===== config.mk =====
export PLATFORM = sky130hd
export DESIGN_NAME = uart_mode_control_regs
export DESIGN_NICKNAME = d
export VERILOG_FILES = /design/src/design/uart_mode_pkg.sv /design/src/design/uart_mode_control_regs.sv
export VERILOG_INCLUDE_DIRS = /design/src /design/src/design
export SDC_FILE = /design/constraint.sdc
export NUM_CORES = 1
export LEC_CHECK = 0
export BUFFER_PORTS_ARGS = -buffer_cell sky130_fd_sc_hd__buf_4
export CORE_ASPECT_RATIO = 0.8
export CORE_MARGIN = 5
export CORE_UTILIZATION = 50
export DETAILED_ROUTE_END_ITERATION = 12
export PLACE_DENSITY_LB_ADDON = 0.05
export SLEW_MARGIN = 20
export SYNTH_ARGS = -nofsm -noshare
export SYNTH_HDL_FRONTEND = slang
export SYNTH_SLANG_ARGS = --single-unit

===== constraint.sdc =====
create_clock -name CLK -period 2.4 [get_ports CLK]
set_input_delay 0.24 -clock CLK [delete_from_list [all_inputs] [get_ports CLK]]
set_output_delay 0.24 -clock CLK [all_outputs]
set_load 0.05 [all_outputs]

===== src/design/uart_mode_consts.svh =====
`ifndef UART_MODE_CONSTS_SVH
`define UART_MODE_CONSTS_SVH

// ****************************************
// Register offsets
// ****************************************
`define U1_MODE_OFS 16'h6000
`define U1_STATUS_OFS 16'h6010
`define U1_TXDATA_OFS 16'h6020
`define U1_RXDATA_OFS 16'h6030
`define U1_BAUD_OFS 16'h6040
`define U2_MODE_OFS 16'h6200
`define U2_STATUS_OFS 16'h6210
`define U2_TXDATA_OFS 16'h6220
`define U2_RXDATA_OFS 16'h6230
`define U2_BAUD_OFS 16'h6240
`define ALIAS_BASE_OFS 4'h0
`define ALIAS_CLR_OFS 4'h4
`define ALIAS_SET_OFS 4'h8
`define ALIAS_INV_OFS 4'hc

// ****************************************
// Register selectors
// ****************************************
`define SEL_MODE 3'h0
`define SEL_STATUS 3'h1
`define SEL_TXDATA 3'h2
`define SEL_RXDATA 3'h3
`define SEL_BAUD 3'h4

// ****************************************
// Field positions
// ****************************************
`define MODE_ON_BIT 15
`define MODE_IDLE_STOP_BIT 13
`define MODE_IR_BIT 12
`define MODE_RTS_MODE_BIT 11
`define MODE_PU_MSB 9
`define MODE_PU_LSB 8
`define MODE_WAKE_BIT 7
`define MODE_LOOP_BIT 6
`define MODE_FAST_BIT 3
`define STA_TXINV_BIT 13
`define STA_RXEN_BIT 12
`define STA_BREAK_BIT 11
`define STA_TXEN_BIT 10
`define STA_TXBF_BIT 9
`define STA_TRANSMIT_SHIFT_EMPTY_BIT 8
`define STA_RECEIVER_IDLE_FLAG_BIT 4
`define STA_FERR_BIT 2
`define STA_OERR_BIT 1
`define STA_RXDA_BIT 0
`define PU_TXRX 2'h0
`define PU_RTS 2'h1
`define PU_FLOW 2'h2
`define PU_BCLK 2'h3

// ****************************************
// Masks and reset values
// ****************************************
`define MODE_WMASK 32'h0000bbff
`define STATUS_WMASK 32'h01fffce0
`define OERR_CLEAR_MASK 32'h00000002
`define BAUD_WMASK 32'h0000ffff
`define DATA_MASK 32'h000000ff
`define MODE_RESET 32'h00000000
`define STATUS_RESET 32'h00000110
`define BAUD_RESET 32'h00000000
`define RXDATA_RESET 32'h00000000

// ****************************************
// Timing counts
// ****************************************
`define SUB_MAX_STD 4'hf
`define SUB_MAX_FAST 4'h3
`define IR_PULSE_TICKS 4'h3
`define LAST_DATA_BIT 3'h7

`endif


===== src/design/uart_mode_pkg.sv =====
package uart_mode_pkg;
	typedef enum logic [1:0] {TX_IDLE, TX_START, TX_DATA, TX_STOP} tx_state_type;
	typedef enum logic [1:0] {RX_IDLE, RX_START, RX_DATA, RX_STOP} rx_state_type;
	typedef struct packed {
		logic wr;
		logic rd;
		logic [2:0] sel;
		logic [3:0] alias_ofs;
		logic [31:0] wdata;
	} bus_op_type;
	typedef struct packed {
		logic [31:0] mode;
		logic [31:0] status;
		logic [31:0] baud;
		logic [31:0] rx_data;
	} reg_view_type;
	typedef struct packed {
		logic tx;
		logic tx_own;
		logic rx_own;
		logic rts_n;
		logic rts_own;
		logic bclk;
		logic bclk_own;
		logic cts_own;
		logic wake;
	} pin_out_type;
	typedef struct packed {
		reg_view_type regs;
		pin_out_type pins;
		logic [7:0] tx_buf;
		logic tx_full;
		tx_state_type tx_state;
		logic [7:0] tx_shift;
		logic [2:0] tx_bit;
		logic [3:0] tx_sub;
		logic tx_level;
		rx_state_type rx_state;
		logic [7:0] rx_shift;
		logic [2:0] rx_bit;
		logic [3:0] rx_sub;
		logic [2:0] rx_sync;
		logic rx_line;
		logic [2:0] cts_sync;
		logic cts_line;
		logic rx_prev;
		logic [15:0] pre_cnt;
		logic tick;
	} port_state_type;
	typedef struct packed {
		logic [31:0] rdata;
	} top_state_type;
endpackage


===== src/design/uart_mode_control_regs.sv =====
// The address-and-strobe port was left to the implementer.
`timescale 1ns/1ps
`include "uart_mode_consts.svh"

// ****************************************
// One serial port
// ****************************************
module uart_port (
	// Clock, reset, enable
	input wire logic clk,
	input wire logic resetn,
	input wire logic ce,
	// Device power state
	input wire logic idle_mode,
	input wire logic sleep_mode,
	// Register access
	input uart_mode_pkg::bus_op_type op,
	output uart_mode_pkg::reg_view_type regs,
	// Pins
	input wire logic rx_pin,
	input wire logic cts_pin,
	output uart_mode_pkg::pin_out_type pins
);
	uart_mode_pkg::port_state_type state_reg;
	uart_mode_pkg::port_state_type state_next;
	logic on;
	logic run;
	logic infrared_codec_enable;
	logic rx_in;
	logic cts_ok;
	logic tx_end;
	logic rx_end;
	logic [1:0] pu;
	logic [3:0] sub_max;
	logic [31:0] sta;

	function automatic logic [31:0] apply_alias(input logic [31:0] old, input logic [31:0] w,
		input logic [3:0] a, input logic [31:0] mask);
		logic [31:0] r;
		case (a)
			`ALIAS_CLR_OFS: r = old & ~w;
			`ALIAS_SET_OFS: r = old | w;
			`ALIAS_INV_OFS: r = old ^ w;
			default: r = w;
		endcase
		return (old & ~mask) | (r & mask);
	endfunction

	assign regs = state_reg.regs;
	assign pins = state_reg.pins;

	always_comb begin
		state_next = state_reg;
		state_next.tick = 1'b0;
		state_next.pins.wake = 1'b0;
		on = state_reg.regs.mode[`MODE_ON_BIT];
		run = on & ~(state_reg.regs.mode[`MODE_IDLE_STOP_BIT] & idle_mode);
		infrared_codec_enable = state_reg.regs.mode[`MODE_IR_BIT];
		pu = state_reg.regs.mode[`MODE_PU_MSB:`MODE_PU_LSB];
		sub_max = state_reg.regs.mode[`MODE_FAST_BIT] ? `SUB_MAX_FAST : `SUB_MAX_STD;
		if (state_reg.regs.mode[`MODE_LOOP_BIT]) begin
			rx_in = state_reg.tx_level;
		end else begin
			rx_in = infrared_codec_enable ? ~state_reg.rx_line : state_reg.rx_line;
		end
		cts_ok = (pu != `PU_FLOW) | ~state_reg.cts_line;
		tx_end = run & state_reg.tick & (state_reg.tx_sub == sub_max);
		rx_end = run & state_reg.tick & (state_reg.rx_sub == sub_max);
		sta = state_reg.regs.status;

		// ****************************************
		// Register writes and reads
		// ****************************************
		if (op.wr) begin
			case (op.sel)
				`SEL_MODE: begin
					state_next.regs.mode = apply_alias(state_reg.regs.mode, op.wdata,
						op.alias_ofs, `MODE_WMASK);
				end
				`SEL_STATUS: begin
					sta = apply_alias(state_reg.regs.status, op.wdata, op.alias_ofs,
						`STATUS_WMASK | `OERR_CLEAR_MASK);
					sta[`STA_OERR_BIT] = sta[`STA_OERR_BIT] & state_reg.regs.status[`STA_OERR_BIT];
				end
				`SEL_TXDATA: begin
					if (!state_reg.tx_full && on) begin
						state_next.tx_buf = 8'(apply_alias(32'h0, op.wdata, op.alias_ofs, `DATA_MASK));
						state_next.tx_full = 1'b1;
					end
				end
				`SEL_BAUD: begin
					state_next.regs.baud = apply_alias(state_reg.regs.baud, op.wdata,
						op.alias_ofs, `BAUD_WMASK);
				end
				default: begin
				end
			endcase
		end
		if (op.rd && op.sel == `SEL_RXDATA && op.alias_ofs == `ALIAS_BASE_OFS) begin
			sta[`STA_RXDA_BIT] = 1'b0;
		end

		// ****************************************
		// Pin synchronisers and baud prescaler
		// ****************************************
		if (on) begin
			state_next.rx_sync = {state_reg.rx_sync[1:0], rx_pin};
			state_next.cts_sync = {state_reg.cts_sync[1:0], cts_pin};
			if (state_reg.rx_sync[2] == state_reg.rx_sync[1]) begin
				state_next.rx_line = state_reg.rx_sync[2];
			end
			if (state_reg.cts_sync[2] == state_reg.cts_sync[1]) begin
				state_next.cts_line = state_reg.cts_sync[2];
			end
			state_next.rx_prev = rx_in;
			if (state_reg.regs.mode[`MODE_WAKE_BIT] && sleep_mode && state_reg.rx_prev && !rx_in) begin
				state_next.pins.wake = 1'b1;
			end
		end
		if (run) begin
			if (state_reg.pre_cnt == 16'h0) begin
				state_next.pre_cnt = state_reg.regs.baud[15:0];
				state_next.tick = 1'b1;
				state_next.pins.bclk = ~state_reg.pins.bclk;
			end else begin
				state_next.pre_cnt = state_reg.pre_cnt - 16'h1;
			end
		end

		// ****************************************
		// Transmitter
		// ****************************************
		if (run && state_reg.tick && state_reg.tx_state != uart_mode_pkg::TX_IDLE) begin
			state_next.tx_sub = tx_end ? 4'h0 : state_reg.tx_sub + 4'h1;
		end
		case (state_reg.tx_state)
			uart_mode_pkg::TX_IDLE: begin
				state_next.tx_level = 1'b1;
				if (run && state_reg.tx_full && sta[`STA_TXEN_BIT] && cts_ok) begin
					state_next.tx_shift = state_reg.tx_buf;
					state_next.tx_full = 1'b0;
					state_next.tx_sub = 4'h0;
					state_next.tx_bit = 3'h0;
					state_next.tx_level = 1'b0;
					state_next.tx_state = uart_mode_pkg::TX_START;
				end
			end
			uart_mode_pkg::TX_START: begin
				if (tx_end) begin
					state_next.tx_level = state_reg.tx_shift[0];
					state_next.tx_state = uart_mode_pkg::TX_DATA;
				end
			end
			uart_mode_pkg::TX_DATA: begin
				if (tx_end) begin
					if (state_reg.tx_bit == `LAST_DATA_BIT) begin
						state_next.tx_level = 1'b1;
						state_next.tx_state = uart_mode_pkg::TX_STOP;
					end else begin
						state_next.tx_bit = state_reg.tx_bit + 3'h1;
						state_next.tx_shift = {1'b0, state_reg.tx_shift[7:1]};
						state_next.tx_level = state_reg.tx_shift[1];
					end
				end
			end
			uart_mode_pkg::TX_STOP: begin
				if (tx_end) begin
					state_next.tx_state = uart_mode_pkg::TX_IDLE;
				end
			end
			default: begin
				state_next.tx_state = uart_mode_pkg::TX_IDLE;
			end
		endcase

		// ****************************************
		// Receiver
		// ****************************************
		if (run && state_reg.tick && state_reg.rx_state != uart_mode_pkg::RX_IDLE) begin
			state_next.rx_sub = rx_end ? 4'h0 : state_reg.rx_sub + 4'h1;
		end
		case (state_reg.rx_state)
			uart_mode_pkg::RX_IDLE: begin
				if (run && sta[`STA_RXEN_BIT] && state_reg.rx_prev && !rx_in) begin
					state_next.rx_sub = 4'h0;
					state_next.rx_bit = 3'h0;
					state_next.rx_state = uart_mode_pkg::RX_START;
				end
			end
			uart_mode_pkg::RX_START: begin
				// A start bit must still be low at mid-bit, so glitches are dropped.
				if (run && state_reg.tick && state_reg.rx_sub == (sub_max >> 1)) begin
					state_next.rx_sub = 4'h0;
					state_next.rx_state = rx_in ? uart_mode_pkg::RX_IDLE : uart_mode_pkg::RX_DATA;
				end
			end
			uart_mode_pkg::RX_DATA: begin
				if (rx_end) begin
					state_next.rx_shift = {rx_in, state_reg.rx_shift[7:1]};
					if (state_reg.rx_bit == `LAST_DATA_BIT) begin
						state_next.rx_state = uart_mode_pkg::RX_STOP;
					end else begin
						state_next.rx_bit = state_reg.rx_bit + 3'h1;
					end
				end
			end
			uart_mode_pkg::RX_STOP: begin
				if (rx_end) begin
					sta[`STA_FERR_BIT] = ~rx_in;
					// The unread word is kept; the new one is lost and flagged.
					if (sta[`STA_RXDA_BIT]) begin
						sta[`STA_OERR_BIT] = 1'b1;
					end else begin
						state_next.regs.rx_data = {24'h0, state_reg.rx_shift};
						sta[`STA_RXDA_BIT] = 1'b1;
					end
					state_next.rx_state = uart_mode_pkg::RX_IDLE;
				end
			end
			default: begin
				state_next.rx_state = uart_mode_pkg::RX_IDLE;
			end
		endcase

		// ****************************************
		// Disable and status view
		// ****************************************
		// Disabled port parks.
		if (!on) begin
			state_next.tx_state = uart_mode_pkg::TX_IDLE;
			state_next.rx_state = uart_mode_pkg::RX_IDLE;
			state_next.tx_full = 1'b0;
			state_next.tx_level = 1'b1;
			state_next.tx_sub = 4'h0;
			state_next.rx_sub = 4'h0;
			state_next.pre_cnt = 16'h0;
			state_next.pins.bclk = 1'b0;
		end
		sta[`STA_TXBF_BIT] = state_next.tx_full;
		sta[`STA_TRANSMIT_SHIFT_EMPTY_BIT] = (state_next.tx_state == uart_mode_pkg::TX_IDLE) & ~state_next.tx_full;
		sta[`STA_RECEIVER_IDLE_FLAG_BIT] = state_next.rx_state == uart_mode_pkg::RX_IDLE;
		state_next.regs.status = sta;

		// ****************************************
		// Pin drive and ownership
		// ****************************************
		// Infrared encoder pulse.
		if (state_next.regs.mode[`MODE_IR_BIT]) begin
			state_next.pins.tx = ~state_next.tx_level & (state_next.tx_sub < `IR_PULSE_TICKS)
				& (state_next.tx_state != uart_mode_pkg::TX_IDLE);
		end else begin
			state_next.pins.tx = state_next.tx_level & ~sta[`STA_BREAK_BIT];
		end
		state_next.pins.tx = state_next.pins.tx ^ sta[`STA_TXINV_BIT];
		if (state_next.regs.mode[`MODE_RTS_MODE_BIT]) begin
			state_next.pins.rts_n = state_next.tx_state == uart_mode_pkg::TX_IDLE;
		end else begin
			state_next.pins.rts_n = sta[`STA_RXDA_BIT];
		end
		state_next.pins.rx_own = state_next.regs.mode[`MODE_ON_BIT];
		state_next.pins.tx_own = state_next.regs.mode[`MODE_ON_BIT] & sta[`STA_TXEN_BIT];
		case (state_next.regs.mode[`MODE_PU_MSB:`MODE_PU_LSB])
			`PU_TXRX: {state_next.pins.rts_own, state_next.pins.cts_own, state_next.pins.bclk_own} = 3'h0;
			`PU_RTS: {state_next.pins.rts_own, state_next.pins.cts_own, state_next.pins.bclk_own} = 3'h4;
			`PU_FLOW: {state_next.pins.rts_own, state_next.pins.cts_own, state_next.pins.bclk_own} = 3'h6;
			default: {state_next.pins.rts_own, state_next.pins.cts_own, state_next.pins.bclk_own} = 3'h1;
		endcase
		if (!state_next.regs.mode[`MODE_ON_BIT]) begin
			{state_next.pins.rts_own, state_next.pins.cts_own, state_next.pins.bclk_own} = 3'h0;
		end
	end

	always_ff @(posedge clk or negedge resetn) begin
		if (!resetn) begin
			state_reg <= '0;
			state_reg.regs.mode <= `MODE_RESET;
			state_reg.regs.status <= `STATUS_RESET;
			state_reg.regs.baud <= `BAUD_RESET;
			state_reg.regs.rx_data <= `RXDATA_RESET;
			state_reg.tx_level <= 1'b1;
			state_reg.rx_line <= 1'b1;
			state_reg.cts_line <= 1'b1;
			// Synchronisers start at the idle line level, so enabling gives no false edge.
			state_reg.rx_sync <= 3'h7;
			state_reg.cts_sync <= 3'h7;
			state_reg.rx_prev <= 1'b1;
			state_reg.pins.tx <= 1'b1;
			state_reg.pins.rts_n <= 1'b1;
			state_reg.tx_state <= uart_mode_pkg::TX_IDLE;
			state_reg.rx_state <= uart_mode_pkg::RX_IDLE;
		end else if (ce) begin
			state_reg <= state_next;
		end
	end
endmodule // uart_port

// ****************************************
// Two ports behind one register port
// ****************************************
module uart_mode_control_regs (
	// Clock, reset, enable
	input wire logic CLK,
	input wire logic RESETN,
	input wire logic CE,
	// Register port
	input wire logic [15:0] ADDR,
	input wire logic [31:0] WDATA,
	input wire logic WR,
	input wire logic RD,
	output logic [31:0] RDATA,
	// Device power state
	input wire logic IDLE_MODE,
	input wire logic SLEEP_MODE,
	// Serial pins, index 0 is the first port
	input wire logic [1:0] SERIAL_IN_PIN,
	input wire logic [1:0] CLEAR_TO_SEND_PIN,
	output uart_mode_pkg::pin_out_type [1:0] PORT_PINS
);
	localparam logic [15:0] OFS_TABLE [2][5] = '{
		'{`U1_MODE_OFS, `U1_STATUS_OFS, `U1_TXDATA_OFS, `U1_RXDATA_OFS, `U1_BAUD_OFS},
		'{`U2_MODE_OFS, `U2_STATUS_OFS, `U2_TXDATA_OFS, `U2_RXDATA_OFS, `U2_BAUD_OFS}};
	uart_mode_pkg::top_state_type state_reg;
	uart_mode_pkg::top_state_type state_next;
	uart_mode_pkg::bus_op_type [1:0] ops;
	uart_mode_pkg::reg_view_type [1:0] views;
	logic hit;
	logic unit;
	logic [2:0] sel;

	always_comb begin
		hit = 1'b0;
		unit = 1'b0;
		sel = 3'h0;
		for (int u = 0; u < 2; u++) begin
			for (int r = 0; r < 5; r++) begin
				if (ADDR[15:4] == OFS_TABLE[u][r][15:4] && ADDR[1:0] == 2'h0) begin
					hit = 1'b1;
					unit = u[0];
					sel = r[2:0];
				end
			end
		end
		for (int u = 0; u < 2; u++) begin
			ops[u].wr = WR & hit & (unit == u[0]);
			ops[u].rd = RD & hit & (unit == u[0]);
			ops[u].sel = sel;
			ops[u].alias_ofs = ADDR[3:0];
			ops[u].wdata = WDATA;
		end
		// Read data stands one cycle only; alias and unmapped reads give zero.
		state_next.rdata = 32'h0;
		if (RD && hit && ADDR[3:0] == `ALIAS_BASE_OFS) begin
			case (sel)
				`SEL_MODE: state_next.rdata = views[unit].mode;
				`SEL_STATUS: state_next.rdata = views[unit].status;
				`SEL_RXDATA: state_next.rdata = views[unit].rx_data;
				`SEL_BAUD: state_next.rdata = views[unit].baud;
				default: state_next.rdata = 32'h0;
			endcase
		end
	end

	always_ff @(posedge CLK or negedge RESETN) begin
		if (!RESETN) begin
			state_reg <= '0;
		end else if (CE) begin
			state_reg <= state_next;
		end
	end

	assign RDATA = state_reg.rdata;

	for (genvar g = 0; g < 2; g++) begin : gen_port
		uart_port port_inst (
			.clk(CLK),
			.resetn(RESETN),
			.ce(CE),
			.idle_mode(IDLE_MODE),
			.sleep_mode(SLEEP_MODE),
			.op(ops[g]),
			.regs(views[g]),
			.rx_pin(SERIAL_IN_PIN[g]),
			.cts_pin(CLEAR_TO_SEND_PIN[g]),
			.pins(PORT_PINS[g])
		);
	end
endmodule // uart_mode_control_regs


==> flow_summary_export.csv <==
group,metric,value,unit
critical_path,path_cells,"a21boi_1 -> buf_4 -> buf_4 -> and3_4 -> a211o_1 -> a31oi_2 -> a311oi_1 -> o32ai_1 -> xnor2_1 -> a21oi_1",
synthesis,netlist_area,20550,um^2
clocking,cts_tree,"yes",
run_status,outcome,"finished clean",
layout,drive_gt1_frac,0.2023,
place,io_buffers,94,
clocking,cts.sinks,303,
critical_path,arrival,2790,ps
timing,max_clock_freq,0.4295,GHz
power_and_ir_drop,power_leakage,11.67,nW
routing,drc,0,
power_and_ir_drop,peakVddDrop,0.6588,mV
routing,wire_per_inst,21.99,um
synthesis,yosys_most_used_dff,"dfrtp_1",
synthesis,synthCells,2389,
synthesis,synth_most_common_cell,"o21ai_0",
clocking,worstSkewPairLatency,540,ps
layout,largest_register_ffs,138,
global_routing,grt_max_degree,61,
place,globalplace.congestion,0.9477,
floorplanning,io_pins,109,
synthesis,seq_area_frac_synth,0.3707,
place,dpl.hpwl,51490,um
routing,firstDrtPassIters,6,
layout,n_fill_cell,3548,
layout,area_delta_synth_final,21.21,%
critical_path,worst_path_most_repeated_cell,"buf_4",
timing,setup_violations,0,
clocking,htree_num_levels,2,
critical_path,rr_worst_depth,10,
critical_path,cp-end-kind,"flop",
global_routing,grt_pass1_wl,109100,um
critical_path,path_delay_family,"compound AO/OA/AOI/OAI gates",
timing,slew_headroom,0.2792,
timing,maxSlewViolCount,0,
hold_path,min_path_type,"in -> reg",
synthesis,async_flop_share,1.000,
synthesis,yosys_warnings,0,
floorplanning,start_util,0.5057,
routing,detail-route-antenna-nets,0,
timing,fin_crit_sh,0.9700,
place,dp_worst_setup_slack,-354.2,ps
timing,timing_worst_slew_pin_value,1073,ps
critical_path,required,2860,ps
layout,antenna_cells,0,
critical_path,worst-path-buf-inv,2,
synthesis,yosys.cell_types.count,87,
global_routing,grt_use_total,0.3049,
routing,drt_wl_total,70100,um
floorplanning,floorplan.die.height,191.3,um
clocking,cts_buffer_depth,3,
clocking,numCtsBuffers,36,
run,max_cap_viol_count,0,
synthesis,synth_edf_count,0,
clocking,root_buffer,"clkbuf_16",
timing,hold_slack,17.59,ps
timing,finalWorstPathRequiredPeriod,2328,ps
critical_path,critPathMaxStageDelay,390,ps
power_and_ir_drop,powerDensity,551.6,nW/um^2
timing,hold_viol,0,
global_routing,grt_overflow,0,
floorplanning,num_rows,66,
critical_path,crit_fanout,5,
floorplanning,fp.dieW,236.6,um
critical_path,worstSetupPathType,"reg -> reg",
synthesis,ys_ff_latch,303,
critical_path,crit_cells,10,
routing,viasPerCell,5.984,
timing,clock_skew,19.47,ps
synthesis,synth_top_area_frac,0.3349,
global_routing,grt_pass1_vias,18390,
synthesis,yosys-top-cells-count,"o21ai_0, nand2_1, dfrtp_1",
synthesis,synth.avg_cell_area,8.601,um^2
global_routing,antenna_found_initial,2,
synthesis,yosysTopAreaCell,"dfrtp_1",
routing,via_count,19080,
hold_path,hold_depth,3,
routing,drt_iter0_markers,1780,
synthesis,synth_area_leaders,"dfrtp_1, ha_1, o21ai_0",
timing,layout_setup_ws,71.94,ps
floorplanning,coreArea,40630,um^2
layout,num-nets-final,2892,
critical_path,critPathLaunchType,"flop",
critical_path,slowest_stage,"dfrtp_1",
floorplanning,die_area,45270,um^2
clocking,cts.clk_slew.worst_paths,60,ps
final cells by class:
type / count / area [um^2] / area share
clock inverters: 16 / 242.7 / 0.009746
well taps: 544 / 680.7 / 0.02733
repair buffers: 346 / 2920 / 0.1173
flip-flops and latches: 303 / 7617 / 0.3059
multi-input cells: 1745 / 11730 / 0.4709
clock buffers: 49 / 1021 / 0.04099
inverters: 185 / 694.4 / 0.02788
stage by stage:
step | cell area [um^2] | utilization | TNS, ps | power, mW | cells
finish | 24910 | 0.6130 | 0 | 13.74 | 3188
global route | 24910 | 0.6130 | -39.46 | 14.31 | 3188
CTS | 24690 | 0.6078 | 0 | 13.78 | 3184
detailed placement | 23360 | 0.5749 | -13200 | 7.790 | 3113
global placement | 23360 | 0.5749 | -10250 | 7.728 | 3113
floorplan | 20570 | - | 0 | 6.837 | 2395
logic make-up after synthesis:
| family | after synthesis | synth area share |
|---|---|---|
| AO/OA/AOI/OAI | 740 | 0.2211 |
| XOR/XNOR | 7 | 0.002984 |
| adder cells (fa/ha/maj) | 216 | 0.1315 |
| buffers and inverters | 347 | 0.06960 |
| flip-flops | 303 | 0.3707 |
| multiplexers | 121 | 0.06223 |
| other | 1 | 0.0001825 |
| AND/OR/NAND/NOR | 654 | 0.1416 |
worst register-to-register path, cell delays in order (launching register included):
cell	delay, ps
dfrtp_1	390
a21boi_1	130
buf_4	160
buf_4	170
and3_4	200
a211o_1	300
a31oi_2	200
a311oi_1	100
o32ai_1	360
xnor2_1	120
a21oi_1	130
power breakdown:
group	total, mW	switching [mW]	internal (mW)
clock	5.97	2.33	3.64
combinational	2.31	1.49	0.821
sequential	5.46	0.139	5.32
total	13.7	3.96	9.78
per-layer routing:
layer	track usage	share of wire
met5	0	0.00024
met1	0.4584	0.46
met3	0.05697	0.086
met2	0.4535	0.42
met4	0.08034	0.028
path summary, 6_finish.rpt:
| path | start | to | slack (ps) |
|---|---|---|---|
| worst min-delay path | WDATA[17] | gen_port[1].port_inst.regs[81]$_DFFE_PN0P_ | 20 |
| worst max-delay path | gen_port[1].port_inst.pins[6]$_DFFE_PN0P_ | gen_port[1].port_inst.pins[8]$_DFFE_PN1P_ | 70 |
| worst max register to register | gen_port[1].port_inst.pins[6]$_DFFE_PN0P_ | gen_port[1].port_inst.pins[8]$_DFFE_PN1P_ | 70 |
| worst min register to register | gen_port[1].port_inst.state_reg[19]$_DFFE_PN1P_ | gen_port[1].port_inst.state_reg[19]$_DFFE_PN1P_ | 460 |
| max in group asynchronous | RESETN | gen_port[0].port_inst.state_reg[67]$_DFFE_PN0P_ | 1290 |
| min in group asynchronous | RESETN | gen_port[1].port_inst.state_reg[8]$_DFFE_PN0P_ | 270 |
cell usage in the layout, fill, tap and decap left out, drive strengths merged, types with 37 or more instances in the layout:
master and instances:
buf 340, o21ai 294, nand2 282, dfrtp 275, ha 216, nor2 199, inv 186, a21oi 175
mux2i 67, a22oi 56, mux2 54, clkbuf 49, o22ai 37
timing repair:
item                                    in CTS  in global routing
gates cloned                                 0                  2
pin swaps                                    1                 12
hold endpoints to repair                    58                  0
gates resized for setup                      3                 47
hold buffers                                 6                  0
buffers inserted                             0                  2
endpoints found under the setup margin       2                 65
No activity file was read; power rests on OpenSTA's default activity.
